$ cat src/common/dsla_defines.vh
// Purpose: Timing counts and widths for the switch latch controller.
// Assumes: 40 MHz system clock, period 25 ns.
// Notes: Counts are derived from the times in ns and rounded up.
`ifndef DSLA_DEFINES_VH
`define DSLA_DEFINES_VH
`define DSLA_CLK_NS 25
`define DSLA_T_ASU_NS 120
`define DSLA_T_WCS_NS 300
`define DSLA_T_WCL_NS 150
`define DSLA_T_DSU_NS 260
`define DSLA_T_HOLD_NS 35
`define DSLA_CYC(ns) (((ns) + `DSLA_CLK_NS - 1) / `DSLA_CLK_NS)
`define DSLA_N_ASU `DSLA_CYC(`DSLA_T_ASU_NS)
`define DSLA_N_WCS `DSLA_CYC(`DSLA_T_WCS_NS)
`define DSLA_N_WCL `DSLA_CYC(`DSLA_T_WCL_NS)
`define DSLA_N_HOLD `DSLA_CYC(`DSLA_T_HOLD_NS)
`define DSLA_CNT_W 5
`define DSLA_NUM_SW 8
`endif

$ cat src/verilog/dsla_ctrl.v
// Purpose: Host controller driving the decoded switch latch array pins.
// Assumes: Requests are synchronous to clk; the array has no clock.
// Notes: One write or clear at a time; req_ready low while busy.
`include "dsla_defines.vh"
module dsla_ctrl (
  input wire clk,
  input wire rst_b,
  input wire wr_req,
  input wire [2:0] wr_sel,
  input wire wr_on,
  input wire clr_req,
  output wire req_ready,
  output wire [2:0] sw_addr,
  output wire sw_level,
  output wire strobe_low_one,
  output wire strobe_low_two,
  output wire wipe_all_off,
  output wire [`DSLA_NUM_SW-1:0] sw_state
);
  localparam ST_IDLE = 3'h0;
  localparam ST_SETUP = 3'h1;
  localparam ST_STROBE = 3'h2;
  localparam ST_HOLD = 3'h3;
  localparam ST_CLEAR = 3'h4;
  localparam ST_GAP = 3'h5;
  // The counts are worked out as integers and cut to the timer width on
  // purpose; every one of them fits in five bits at this clock rate.
  localparam integer N_ASU_I = `DSLA_N_ASU;
  localparam integer N_WCS_I = `DSLA_N_WCS;
  localparam integer N_WCL_I = `DSLA_N_WCL;
  localparam integer N_HOLD_I = `DSLA_N_HOLD;
  localparam [4:0] N_ASU = N_ASU_I[4:0];
  localparam [4:0] N_WCS = N_WCS_I[4:0];
  localparam [4:0] N_WCL = N_WCL_I[4:0];
  localparam [4:0] N_HOLD = N_HOLD_I[4:0];

  reg [2:0] st_r;
  reg [2:0] st_nxt;
  reg init_done_r;
  reg t_load;
  reg [4:0] t_val;
  wire t_done;

  // Pin and shadow flip-flops; the output ports are plain copies of them.
  reg [2:0] sw_addr_r;
  reg sw_level_r;
  reg strobe_low_one_r;
  reg strobe_low_two_r;
  reg wipe_all_off_r;
  reg [`DSLA_NUM_SW-1:0] sw_state_r;
  wire [`DSLA_NUM_SW-1:0] sw_state_nxt;
  wire [`DSLA_NUM_SW-1:0] sel_hot;

  // One-cycle markers for the phase boundaries.
  wire take_wr;
  wire take_clr;
  wire setup_end;
  wire pulse_end;
  wire hold_end;
  wire clr_end;

  dsla_timer u_timer (
    .clk(clk),
    .rst_b(rst_b),
    .load(t_load),
    .load_val(t_val),
    .done(t_done)
  );

  // Accept new work only when idle and after the power-up clear.
  assign req_ready = (st_r == ST_IDLE) && init_done_r;

  // Phase sequencing; each phase but the one-cycle gap is loaded with its minimum duration.
  always @* begin
    st_nxt = st_r;
    t_load = 1'b0;
    t_val = 5'h00;
    case (st_r)
      ST_IDLE: begin
        if (!init_done_r || clr_req) begin
          st_nxt = ST_CLEAR;
          t_load = 1'b1;
          t_val = N_WCL;
        end else if (wr_req) begin
          st_nxt = ST_SETUP;
          t_load = 1'b1;
          t_val = N_ASU;
        end
      end
      ST_SETUP: begin
        if (t_done) begin
          st_nxt = ST_STROBE;
          t_load = 1'b1;
          t_val = N_WCS;
        end
      end
      ST_STROBE: begin
        if (t_done) begin
          st_nxt = ST_HOLD;
          t_load = 1'b1;
          t_val = N_HOLD;
        end
      end
      ST_HOLD: begin
        if (t_done) begin
          st_nxt = ST_IDLE;
        end
      end
      ST_CLEAR: begin
        if (t_done) begin
          st_nxt = ST_GAP;
        end
      end
      ST_GAP: begin
        st_nxt = ST_IDLE;
      end
      default: begin
        st_nxt = ST_IDLE;
      end
    endcase
  end

  // Phase boundaries, decoded once so each pin driver below stays small.
  assign take_wr = (st_r == ST_IDLE) && (st_nxt == ST_SETUP);
  assign take_clr = (st_r == ST_IDLE) && (st_nxt == ST_CLEAR);
  assign setup_end = (st_r == ST_SETUP) && (st_nxt == ST_STROBE);
  assign pulse_end = (st_r == ST_STROBE) && (st_nxt == ST_HOLD);
  assign hold_end = (st_r == ST_HOLD) && (st_nxt == ST_IDLE);
  assign clr_end = (st_r == ST_CLEAR) && (st_nxt == ST_GAP);

  // State register and the flag that records the power-up clear.
  always @(posedge clk or negedge rst_b) begin
    if (!rst_b) begin
      st_r <= ST_IDLE;
      init_done_r <= 1'b0;
    end else begin
      st_r <= st_nxt;
      if (clr_end) begin
        init_done_r <= 1'b1;
      end
    end
  end

  // Address and level move only when a write is taken, while the pulse
  // strobe is still high, so no latch can open on a half-changed address.
  always @(posedge clk or negedge rst_b) begin
    if (!rst_b) begin
      sw_addr_r <= 3'h0;
      sw_level_r <= 1'b0;
    end else if (take_wr) begin
      sw_addr_r <= wr_sel;
      sw_level_r <= wr_on;
    end
  end

  // Enable strobe: low from the address set-up until the hold time after
  // the pulse has passed, so the pulse strobe alone frames the write.
  always @(posedge clk or negedge rst_b) begin
    if (!rst_b) begin
      strobe_low_two_r <= 1'b1;
    end else if (take_wr) begin
      strobe_low_two_r <= 1'b0;
    end else if (hold_end) begin
      strobe_low_two_r <= 1'b1;
    end
  end

  // Pulse strobe: falls once the decode has settled and rises after the
  // minimum low width, both lengths set by the timer.
  always @(posedge clk or negedge rst_b) begin
    if (!rst_b) begin
      strobe_low_one_r <= 1'b1;
    end else if (setup_end) begin
      strobe_low_one_r <= 1'b0;
    end else if (pulse_end) begin
      strobe_low_one_r <= 1'b1;
    end
  end

  // Clear pin: high for the whole clear phase, which the timer sizes.
  always @(posedge clk or negedge rst_b) begin
    if (!rst_b) begin
      wipe_all_off_r <= 1'b0;
    end else if (take_clr) begin
      wipe_all_off_r <= 1'b1;
    end else if (clr_end) begin
      wipe_all_off_r <= 1'b0;
    end
  end

  // One-hot decode of the address pins, the same selection the array makes.
  assign sel_hot = 8'h01 << sw_addr_r;

  // Next shadow value per switch: only the selected bit takes the level
  // when its pulse ends; every other bit keeps what it had.
  genvar gi;
  generate
    for (gi = 0; gi < `DSLA_NUM_SW; gi = gi + 1) begin : g_shadow
      assign sw_state_nxt[gi] = (pulse_end && sel_hot[gi]) ? sw_level_r :
                                sw_state_r[gi];
    end
  endgenerate

  // Shadow of the switch states.  It is only as true as the array's own
  // latches, which the controller cannot read back.
  always @(posedge clk or negedge rst_b) begin
    if (!rst_b) begin
      sw_state_r <= 8'h00;
    end else if (clr_end) begin
      sw_state_r <= 8'h00;
    end else begin
      sw_state_r <= sw_state_nxt;
    end
  end

  // Pins and shadow come straight from flip-flops.
  assign sw_addr = sw_addr_r;
  assign sw_level = sw_level_r;
  assign strobe_low_one = strobe_low_one_r;
  assign strobe_low_two = strobe_low_two_r;
  assign wipe_all_off = wipe_all_off_r;
  assign sw_state = sw_state_r;
endmodule

$ cat src/verilog/dsla_timer.v
// Purpose: Down-counter that flags when a programmed delay has expired.
// Assumes: load and count never arrive together with a busy reload.
// Notes: done is high when the count has reached zero.
`include "dsla_defines.vh"
module dsla_timer (
  input wire clk,
  input wire rst_b,
  input wire load,
  input wire [`DSLA_CNT_W-1:0] load_val,
  output wire done
);
  reg [`DSLA_CNT_W-1:0] cnt_r;

  // Load wins over counting so a new phase always gets its full time.
  always @(posedge clk or negedge rst_b) begin
    if (!rst_b) begin
      cnt_r <= 5'h00;
    end else if (load) begin
      cnt_r <= load_val;
    end else if (cnt_r != 5'h00) begin
      cnt_r <= cnt_r - 5'h01;
    end
  end

  assign done = (cnt_r == 5'h00);
endmodule
$ cat config.mk
export PLATFORM = sky130hd
export DESIGN_NAME = dsla_ctrl
export DESIGN_NICKNAME = d
export VERILOG_FILES = /design/src/verilog/dsla_ctrl.v /design/src/verilog/dsla_timer.v
export VERILOG_INCLUDE_DIRS = /design/src /design/src/common
export SDC_FILE = /design/constraint.sdc
export NUM_CORES = 1
export LEC_CHECK = 0
export ABC_AREA = 1
export ABC_CLOCK_PERIOD_IN_PS = 1690
export BUFFER_PORTS_ARGS = -buffer_cell sky130_fd_sc_hd__buf_2
export CORE_UTILIZATION = 52
export CTS_CLUSTER_SIZE = 25
export DETAILED_ROUTE_END_ITERATION = 10
export PLACE_DENSITY = 0.75
export SLEW_MARGIN = 20
export SYNTH_ARGS = -nofsm -noshare
export SYNTH_HDL_FRONTEND = slang
export SYNTH_SLANG_ARGS = --single-unit
$ cat constraint.sdc
create_clock -name clk -period 1.69 [get_ports clk]
set_input_delay 0 -clock clk [delete_from_list [all_inputs] [get_ports clk]]
set_output_delay 0 -clock clk [all_outputs]
set_load 0.005 [all_outputs]
==> results of run 1 <==
## through the flow
step	setup WS, ns	cell area, sq um	cells	utilization
floorplan	0.325	1340	166	-
global route	0.0402	1560	226	0.635
detailed placement	0.176	1460	216	0.595
CTS	0.143	1560	226	0.635
global placement	0.256	1460	216	0.595
finish	0.154	1560	226	0.635
## worst max-delay path, delay by kind of cell (launching register included)
kind	cells	cell delay, ns
simple gates	5	0.68
flops	1	0.40
fa+ha+maj	1	0.24
buf+inv	1	0.13
compound gates	1	0.04
## cell type report
type | instances | area [sq um] | area share
multi-input cells | 116 | 619 | 0.398
flip-flops and latches | 24 | 603 | 0.387
repair buffers | 29 | 175 | 0.112
inverters | 23 | 86.3 | 0.0554
well taps | 30 | 37.5 | 0.0241
clock buffers | 4 | 36.3 | 0.0233
## cells in the mapped netlist, types with 2 or more instances
cell type,n
nand3_1,17
ha_1,2
nor2_1,15
xor2_1,2
dfrtp_1,22
inv_2,5
dfstp_2,2
nand2_1,45
o21ai_1,4
nand2_2,5
nand3_4,2
a21oi_1,2
inv_1,18
nand4_1,9
nor2_2,4
nand3_2,2
## report_power, final
group	leakage, nW	switching, mW	internal, mW	total, mW
Sequential	0.301	0.185	0.763	0.948
Clock	0.0210	0.173	0.132	0.305
Combinational	0.549	0.710	0.399	1.11
## worst paths after layout
path                               endpoint  cells after the start  slack [ns]
max in group asynchronous    strobe_low_one                      2        1.14
hold reg to reg              strobe_low_two                      2        0.47
setup / recovery           u_timer.cnt_r[2]                      8        0.15
hold / removal             u_timer.cnt_r[4]                      6        0.11
setup reg to reg           u_timer.cnt_r[2]                      8        0.15
min in group asynchronous  u_timer.cnt_r[4]                      2        0.18
## layer usage
layer | track usage | vias to the layer above
met5 | 0 | -
met1 | 0.284 | 521
met4 | 0.0877 | 0
met3 | 0.0406 | 5
met2 | 0.378 | 19
li1 | - | 592
## placed cells by master, fill, tap and decap left out, drive strengths merged
master	synthesis	layout
dlygate4sd3	0	6
nor2	21	21
clkbuf	0	4
a21oi	3	3
xor2	2	2
ha	2	2
nand3	21	21
inv	23	23
nand4	9	9
dfrtp	22	22
nor3	1	1
o21ai	5	5
nand2	51	51
dfstp	2	2
a22oi	1	1
buf	3	23
## kinds of logic (layout without fill, tap and decap cells)
group	count (synthesis)	in the layout	synth area share
and+or+nand+nor	103	103	0.391
buffers and inverters	26	56	0.0895
DFF	24	24	0.449
AOI/OAI and AO/OA	9	9	0.0382
adders and majority gates	2	2	0.0186
xor gates and xnor gates	2	2	0.0130
## registers in the layout (all words and copies together), names as in the netlist
name,count
sw_state,8
init_done_r,1
st_r,3
strobe_low_one,1
sw_level,1
strobe_low_two,1
wipe_all_off,1
sw_addr,3
u_timer.cnt_r,5
## repair_timing
action,in CTS,in global routing
hold buffers,6,0
endpoints found under the hold margin,27,0
setup buffers,0,0
setup endpoints to repair,0,0
==> results.yml, run 1 <==
routing:
  number_of_drc_violations_after_detailed_routing: 0
  initial_detailed_routing_violation_count: 12
  highest_layer: "met4"
  ant_nets: 0
  route.detailed.vias_per_inst: 5.03
  totalWireLength_um: 2670
  met2_wirelength_um: 1310
  met3RoutedLength_um: 80
  routed_length_per_instance_um: 11.8
  wl_met1_um: 1240
  num_vias: 1137
  drt-pass1-iter-count: 4
global_routing:
  grt.overflow.total: 0
  grt_overall_usage: 0.225
  grt_pass1_wl_um: 4510
  largest_net_degree_at_the_start_of_global_routing: 25
  antenna_found_initial: 0
  grt_pass1_vias: 1056
final_layout:
  n_antenna_cell: 0
  final_nets: 207
  synthToLayoutAreaGrowth_pct: 16.0
  nFillCells: 220
  layout-drive-gt1-share: 0.260
critical_path:
  worst_setup_path_end_kind: "register"
  timing.critical_path.slowest_stage_cell: "dfrtp_1"
  required_ns: 1.95
  path_max_fanout: 7
  start_kind: "register"
  cp_data_arrival_time_ns: 1.79
  worst_r2r_startpoint: "u_timer.cnt_r[0]"
  timing.critical_path.mode_cell: "nand2_1"
  timing.critical_path.cells: "inv_1, ha_1, nand2_1, nor2_4, nand3_1, nand2_1, a21oi_1, nor2_1"
  source_of_the_critical_timing_path: "u_timer.cnt_r[0]"
  critical-path-max-stage-delay_ns: 0.40
  start_to_end_type_of_the_worst_setup_path: "register to register"
power:
  design_power_total_mw: 2.36
  peakVddDrop_v: 0.000974
  leakage_nw: 0.871
  power_density_mw_per_mm2: 1520
cts:
  clkSlewWorstSetupHoldPaths_ns: 0.13
  cts_root_buf: "clkbuf_4"
  cts_inserted_buffers: 3
  clock_sink_count: 24
  cts.path.max_buffers: 2
  cts_tree: "done"
  h_tree_depth: 1
  post_cts_resized: 0
  clkLatencyLatePin_ns: 0.32
synth:
  synthesis.yosys.warnings: 0
  seq_area_frac_synth: 0.449
  synth_top_flop_cell: "dfrtp_1"
  top_area_cells_in_the_synthesized_netlist: "dfrtp_1 41%, nand2_1 13%, nand3_1 6.3%"
  synth_edf_count: 0
  asyncSetResetFlopFracSynth: 1.00
  mappedNetlistNets: 176
  synth_top_area_cell: "dfrtp_1"
  yosys_register_bits: 24
  syn-cell-area_sq_mm: 0.00134
  yosys.area.top_type_share: 0.410
  synthesis.instances: 166
  yosys.cell_types.count: 26
  synth_area_per_cell_sq_um: 8.09
run:
  max_cap_viol_count: 0
timing:
  whs_ns: 0.106
  rsz0062_at_grt: "false"
  worst-slew-pin-transition_ns: 0.543
  timing.slew.headroom: 0.638
  final_max_slew_viols: 0
  setup_tns_ns: 0
  final.setup_skew_ns: 0.00477
  finalSetupViolCount: 0
  finalHoldViolations: 0
  maxClockFrequency_mhz: 651
  timing.final.crit_period_ns: 1.54
  tcrit_tclk_final: 0.909
status:
  outcome: "finished, final reports clean"
worst_hold_path:
  worstHoldPathType: "input pin to register"
  worstHoldStart: "wr_req"
die:
  num_io_pins: 24
  start_util: 0.547
  fp-row-count: 18
  core_area_sq_mm: 0.00245
  floorplan.die.height_um: 52.8
  die_outline_area_sq_mm: 0.00279
  die-width_um: 52.8
placement:
  gp_congestion: 0.901
  hpwl_um: 1960
  placement.io_buffers: 23
Power figures use the tool's default switching activity.
==> inputs of run 2 (changes only) <==
--- a/config.mk
+++ b/config.mk
@@ -6,13 +6,12 @@
 export SDC_FILE = /design/constraint.sdc
 export NUM_CORES = 1
 export LEC_CHECK = 0
-export ABC_AREA = 1
 export ABC_CLOCK_PERIOD_IN_PS = 1690
 export BUFFER_PORTS_ARGS = -buffer_cell sky130_fd_sc_hd__buf_2
 export CORE_UTILIZATION = 52
 export CTS_CLUSTER_SIZE = 25
 export DETAILED_ROUTE_END_ITERATION = 10
-export PLACE_DENSITY = 0.75
+export PLACE_DENSITY = 0.76
 export SLEW_MARGIN = 20
 export SYNTH_ARGS = -nofsm -noshare
 export SYNTH_HDL_FRONTEND = slang
==> results.yml, run 2 <==
status:
  outcome: "complete, but fails checks"
  violations: "setup timing"
final_layout:
  ff_latch_area_sq_um: 603
  final_nets: 190
  final_cell_area_sq_mm: 0.00173
  n_antenna_cell: 0
  final_common_cell: "buf_2"
  synthToLayoutAreaGrowth_pct: 38.9
  total_area_of_multi_input_combinational_cells_sq_um: 693
  nFillCells: 152
  highest_count_cells_in_the_layout_ignoring_fill_and_taps: "23 x buf_2, 22 x dfrtp_1, 18 x buf_4"
  layout-drive-gt1-share: 0.402
  utilization: 0.774
  final_cell_count_no_fill: 207
  largest_reg_flops: 8
timing:
  setup_tns_ns: -0.774
  finalHoldViolations: 0
  final.setup_skew_ns: 0.0100
  tcrit_tclk_final: 1.04
  finalSetupViolCount: 14
  timing.slew.headroom: 0.649
  final_max_slew_viols: 0
  timing.final.crit_period_ns: 1.77
  layout_setup_ws_ns: -0.0759
  rsz0062_at_grt: "true"
  maxClockFrequency_mhz: 566
  worst-slew-pin-transition_ns: 0.527
power:
  power_frac_comb: 0.487
  internal-power_mw: 1.59
  design_power_total_mw: 2.55
  peakVddDrop_v: 0.00106
  leakage_nw: 0.866
  power_density_mw_per_mm2: 1480
  share_seq_of_total_power: 0.349
  power.clock.fraction: 0.165
  net-switching-power_mw: 0.964
  power.share.switching: 0.378
routing:
  totalWireLength_um: 3000
  number_of_drc_violations_after_detailed_routing: 0
  num_vias: 1149
  initial_detailed_routing_violation_count: 27
  met2_wirelength_um: 1490
  highest_layer: "met4"
  met3RoutedLength_um: 117
  ant_nets: 0
  route.detailed.vias_per_inst: 5.55
  drt-pass1-iter-count: 4
  routed_length_per_instance_um: 14.5
  wl_met1_um: 1380
die:
  die-width_um: 50.9
  die_outline_area_sq_mm: 0.00259
  start_util: 0.557
  floorplan.die.height_um: 50.9
  core_area_sq_mm: 0.00223
  num_io_pins: 24
  fp-row-count: 17
placement:
  placed_cells: 192
  gp_congestion: 0.831
  total_cell_area_at_the_placement_stage_sq_mm: 0.00150
  hpwl_um: 1910
  placement.io_buffers: 23
critical_path:
  path_max_fanout: 3
  start_kind: "register"
  worst_setup_path_end_kind: "register"
  required_ns: 1.90
  start_to_end_type_of_the_worst_setup_path: "register to register"
  cp_data_arrival_time_ns: 1.97
cts:
  clkSlewWorstSetupHoldPaths_ns: 0.14
  cts_inserted_buffers: 3
  cts_root_buf: "clkbuf_4"
  clock_sink_count: 24
  cts_tree: "done"
  clkLatencyLatePin_ns: 0.32
  h_tree_depth: 1
  cts.path.max_buffers: 2
global_routing:
  largest_net_degree_at_the_start_of_global_routing: 25
  antenna_found_initial: 0
  grt_pass1_wl_um: 4720
  grt_pass1_vias: 1090
  grt.overflow.total: 0
  grt_overall_usage: 0.242
worst_hold_path:
  worstHoldPathType: "input pin to register"
synth:
  synth_top_flop_cell: "dfrtp_1"
  synth_top_area_cell: "dfrtp_1"
  asyncSetResetFlopFracSynth: 1.00
  yosys_register_bits: 24
  syn-cell-area_sq_mm: 0.00124
  yosys.cell_types.count: 34
  yosys-top-cells-count: "22 x dfrtp_1, 19 x nor2_1, 18 x nand2_1"
  synthesis.yosys.warnings: 0
  synthesis.instances: 133
  seq_area_frac_synth: 0.484
  top_area_cells_in_the_synthesized_netlist: "dfrtp_1 44%, mux2i_1 6.4%, nor2_1 5.7%"
  mappedNetlistNets: 143
  synth_area_per_cell_sq_um: 9.36
  yosys.cell_count.top_type: "dfrtp_1"
  yosys.area.top_type_share: 0.442
  synth_edf_count: 0
run:
  max_cap_viol_count: 0
-- run 2: logic make-up after synthesis --
logic type               synth area share
buffers and inverters              0.0322
AND/OR/NAND/NOR                     0.289
flip-flops                          0.484
adder cells (fa/ha/maj)            0.0201
AO/OA/AOI/OAI                      0.0814
multiplexers                       0.0643
XOR/XNOR                           0.0281
-- run 2: repair_timing --
| item | CTS | global route |
|---|---|---|
| gates cloned | 0 | 1 |
| setup buffers | 1 | 4 |
| hold buffers | 5 | 0 |
| pin swaps | 9 | 2 |
| gates resized for setup | 9 | 14 |
| setup endpoints to repair | 14 | 19 |
| endpoints found under the hold margin | 26 | 0 |
-- run 2: layout make-up --
| cell class | count | share of cell area |
|---|---|---|
| Tap cell | 28 | 0.0203 |
| Clock buffer | 3 | 0.0130 |
| Clock inverter | 1 | 0.0174 |
| Inverter | 3 | 0.00651 |
| Timing Repair Buffer | 49 | 0.193 |
| Multi-Input combinational cell | 99 | 0.401 |
| Sequential cell | 24 | 0.349 |
-- run 2: per-stage QoR --
stage	setup WS, ns	hold WS (ns)
2_1_floorplan	-0.0954	-0.296
3_3_place_gp	-0.00390	0.00412
3_5_place_dp	-0.0652	0.0132
4_1_cts	-0.0552	0.0816
5_1_grt	-0.131	0.123
6_report	-0.0759	0.105
-- run 2: per-layer routing --
metal / global-route usage / vias to the layer above
li1: - / 548
met1: 0.317 / 564
met2: 0.417 / 35
met3: 0.0238 / 2
met4: 0.0833 / 0
met5: 0 / -
-- run 2: path summary, 6_finish.rpt --
check,from,endpoint,slack [ns],cells after the start
max in group asynchronous,rst_b,strobe_low_two,1.15,2
worst max-delay path,u_timer.cnt_r[0],u_timer.cnt_r[3],-0.08,6
worst min-delay path,clr_req,wipe_all_off,0.11,4
min in group asynchronous,rst_b,u_timer.cnt_r[1],0.17,2
worst min register to register,strobe_low_one,strobe_low_one,0.49,2
worst max register to register,u_timer.cnt_r[0],u_timer.cnt_r[3],-0.08,6
-- run 2: power by group through the flow --
stage | clock network [mW] | logic (mW) | registers (mW)
detailed placement | 0 | 1.02 | 0.891
global route | 0.434 | 1.36 | 0.913
global placement | 0 | 0.997 | 0.880
floorplan | 0 | 0.692 | 0.839
CTS | 0.420 | 1.09 | 0.880
finish | 0.421 | 1.24 | 0.890
-- run 2: worst max-delay path: stages (launching register included) --
cell	delay, ns
dfrtp_1	0.41
inv_2	0.09
ha_4	0.13
or4b_4	0.50
or3_4	0.37
nand3_4	0.09
o31ai_2	0.06
==> inputs of run 3 (changes only) <==
--- a/config.mk
+++ b/config.mk
@@ -8,11 +8,14 @@
 export LEC_CHECK = 0
 export ABC_CLOCK_PERIOD_IN_PS = 1690
 export BUFFER_PORTS_ARGS = -buffer_cell sky130_fd_sc_hd__buf_2
-export CORE_UTILIZATION = 52
+export CELL_PAD_IN_SITES_DETAIL_PLACEMENT = 1
+export CELL_PAD_IN_SITES_GLOBAL_PLACEMENT = 1
+export CORE_UTILIZATION = 40
 export CTS_CLUSTER_SIZE = 25
 export DETAILED_ROUTE_END_ITERATION = 10
-export PLACE_DENSITY = 0.76
+export PLACE_DENSITY_LB_ADDON = 0.1
 export SLEW_MARGIN = 20
 export SYNTH_ARGS = -nofsm -noshare
 export SYNTH_HDL_FRONTEND = slang
 export SYNTH_SLANG_ARGS = --single-unit
+export TNS_END_PERCENT = 5
==> results.yml, run 3 (synthesized netlist as in run 2, its figures left out) <==
status:
  outcome: "complete, but fails checks"
  violations: "setup timing"
timing:
  timing.final.crit_period_ns: 1.75
  finalSetupViolCount: 14
  timing.slew.headroom: 0.636
  maxClockFrequency_mhz: 571
  layout_setup_ws_ns: -0.0606
  rsz0062_at_grt: "true"
  finalHoldViolations: 0
  final_max_slew_viols: 0
  final.setup_skew_ns: 0.0131
  tcrit_tclk_final: 1.04
  worst-slew-pin-transition_ns: 0.546
routing:
  totalWireLength_um: 3200
  num_vias: 1116
  route.detailed.vias_per_inst: 5.42
  ant_nets: 0
  drt-pass1-iter-count: 4
  initial_detailed_routing_violation_count: 20
  routed_length_per_instance_um: 15.6
  number_of_drc_violations_after_detailed_routing: 0
cts:
  cts_tree: "done"
  clkLatencyLatePin_ns: 0.33
  cts.path.max_buffers: 2
  cts_inserted_buffers: 3
  cts_root_buf: "clkbuf_4"
  clkSlewWorstSetupHoldPaths_ns: 0.16
  h_tree_depth: 1
  clock_sink_count: 24
final_layout:
  layout-drive-gt1-share: 0.320
  synthToLayoutAreaGrowth_pct: 31.1
  n_antenna_cell: 0
  final_common_cell: "buf_2"
  final_nets: 186
  largest_reg_flops: 8
  highest_count_cells_in_the_layout_ignoring_fill_and_taps: "23 x buf_2, 22 x dfrtp_1, 18 x nor2_1, 18 x nand2_1, 16 x buf_4"
critical_path:
  cp_data_arrival_time_ns: 1.97
  start_kind: "register"
  worst_r2r_startpoint: "u_timer.cnt_r[0]"
  required_ns: 1.91
  path_max_fanout: 3
  reg2regPathDepth: 6
  worst_setup_path_end_kind: "register"
  start_to_end_type_of_the_worst_setup_path: "register to register"
  source_of_the_critical_timing_path: "u_timer.cnt_r[0]"
  setup.worst_path.end: "u_timer.cnt_r[3]"
  ff2ff_setup_slack_ns: -0.06
  timing.rr.end: "u_timer.cnt_r[3]"
power:
  net-switching-power_mw: 0.936
  power.share.switching: 0.382
  power_density_mw_per_mm2: 1500
  design_power_total_mw: 2.45
  internal-power_mw: 1.51
  peakVddDrop_v: 0.000627
  power.clock.fraction: 0.178
  leakage_nw: 0.847
  share_seq_of_total_power: 0.364
  power_frac_comb: 0.459
global_routing:
  grt_overall_usage: 0.225
  grt_pass1_vias: 1165
  grt.overflow.total: 0
  largest_net_degree_at_the_start_of_global_routing: 25
  grt_pass1_wl_um: 5660
  antenna_found_initial: 0
die:
  fp-row-count: 19
  floorplan.die.height_um: 57.8
  start_util: 0.436
  die-width_um: 57.8
  core_area_sq_mm: 0.00285
  die_outline_area_sq_mm: 0.00334
  num_io_pins: 24
worst_hold_path:
  worstHoldStart: "clr_req"
  worstHoldPathType: "input pin to register"
run:
  max_cap_viol_count: 0
placement:
  place_worst_setup_slack_ns: -0.178
  gp_congestion: 0.793
  hpwl_um: 2330
  placement.io_buffers: 23
run 3: cell types whose count changed in the layout (fill, tap and decap cells not counted), moves of 2 or more:
| cell | change |
|---|---|
| buf_4 | -2 |
| o21ai_0 | -2 |
| nor2_2 | -5 |
| nor2_1 | +6 |
| o21ai_1 | +2 |
| buf_6 | -2 |
run 3: layout make-up:
cell class / instances / area (sq um)
fillers: 342 / 1220
multi-input cells: 99 / 629
flip-flops and latches: 24 / 603
repair buffers: 45 / 297
well taps: 31 / 38.8
clock inverters: 1 / 30.0
clock buffers: 3 / 22.5
inverters: 3 / 11.3
run 3: metal layers:
metal / vias to the layer above / share of wire / global-route usage / wire length (um)
met2: 17 / 0.51 / 0.389 / 1630
met4: 0 / 0.0056 / 0.0714 / 18
met5: - / 0 / 0 / 0
li1: 542 / - / - / -
met1: 555 / 0.47 / 0.300 / 1490
met3: 2 / 0.019 / 0.0201 / 61
run 3: worst min path at each step:
| stage | end | slack (ns) | depth (start not counted) |
|---|---|---|---|
| finish | wipe_all_off | 0.07 | 4 |
| global route | wipe_all_off | 0.1 | 4 |
| CTS | wipe_all_off | 0.07 | 4 |
| detailed placement | u_timer.cnt_r[2] | 0.03 | 1 |
| global placement | u_timer.cnt_r[2] | 0.02 | 1 |
| floorplan | init_done_r | -0.30 | 0 |
run 3: power by group through the flow:
stage               registers [mW]  logic (mW)  clock network [mW]
global route                 0.920        1.26               0.459
CTS                          0.890        1.09               0.440
detailed placement           0.900        1.03                   0
floorplan                    0.837       0.651                   0
finish                       0.889        1.12               0.435
global placement             0.880       0.988                   0
run 3: timing repair:
action | 4_1_cts | 5_1_grt
hold buffers | 5 | 0
setup buffers | 0 | 1
endpoints found under the setup margin | 15 | 18
resized for setup | 6 | 4
pin swaps | 4 | 1
endpoints found under the hold margin | 26 | 0
run 3: per-stage QoR:
step / setup TNS, ns / hold slack [ns] / cell area, sq um / util / std cells
CTS: -0.730 / 0.0693 / 1620 / 0.567 / 205
global route: -1.73 / 0.0972 / 1630 / 0.572 / 206
detailed placement: -2.01 / 0.0259 / 1500 / 0.524 / 196
global placement: -0.611 / 0.0171 / 1500 / 0.524 / 196
finish: -0.466 / 0.0696 / 1630 / 0.572 / 206
floorplan: -1.15 / -0.296 / 1250 / - / 133
run 3: critical path, cell delays in order, from the launching register on:
cell     delay, ns
dfrtp_1       0.42
inv_2         0.09
ha_4          0.14
or4b_4        0.49
or3_1         0.34
nand3_2       0.09
o31ai_1       0.07
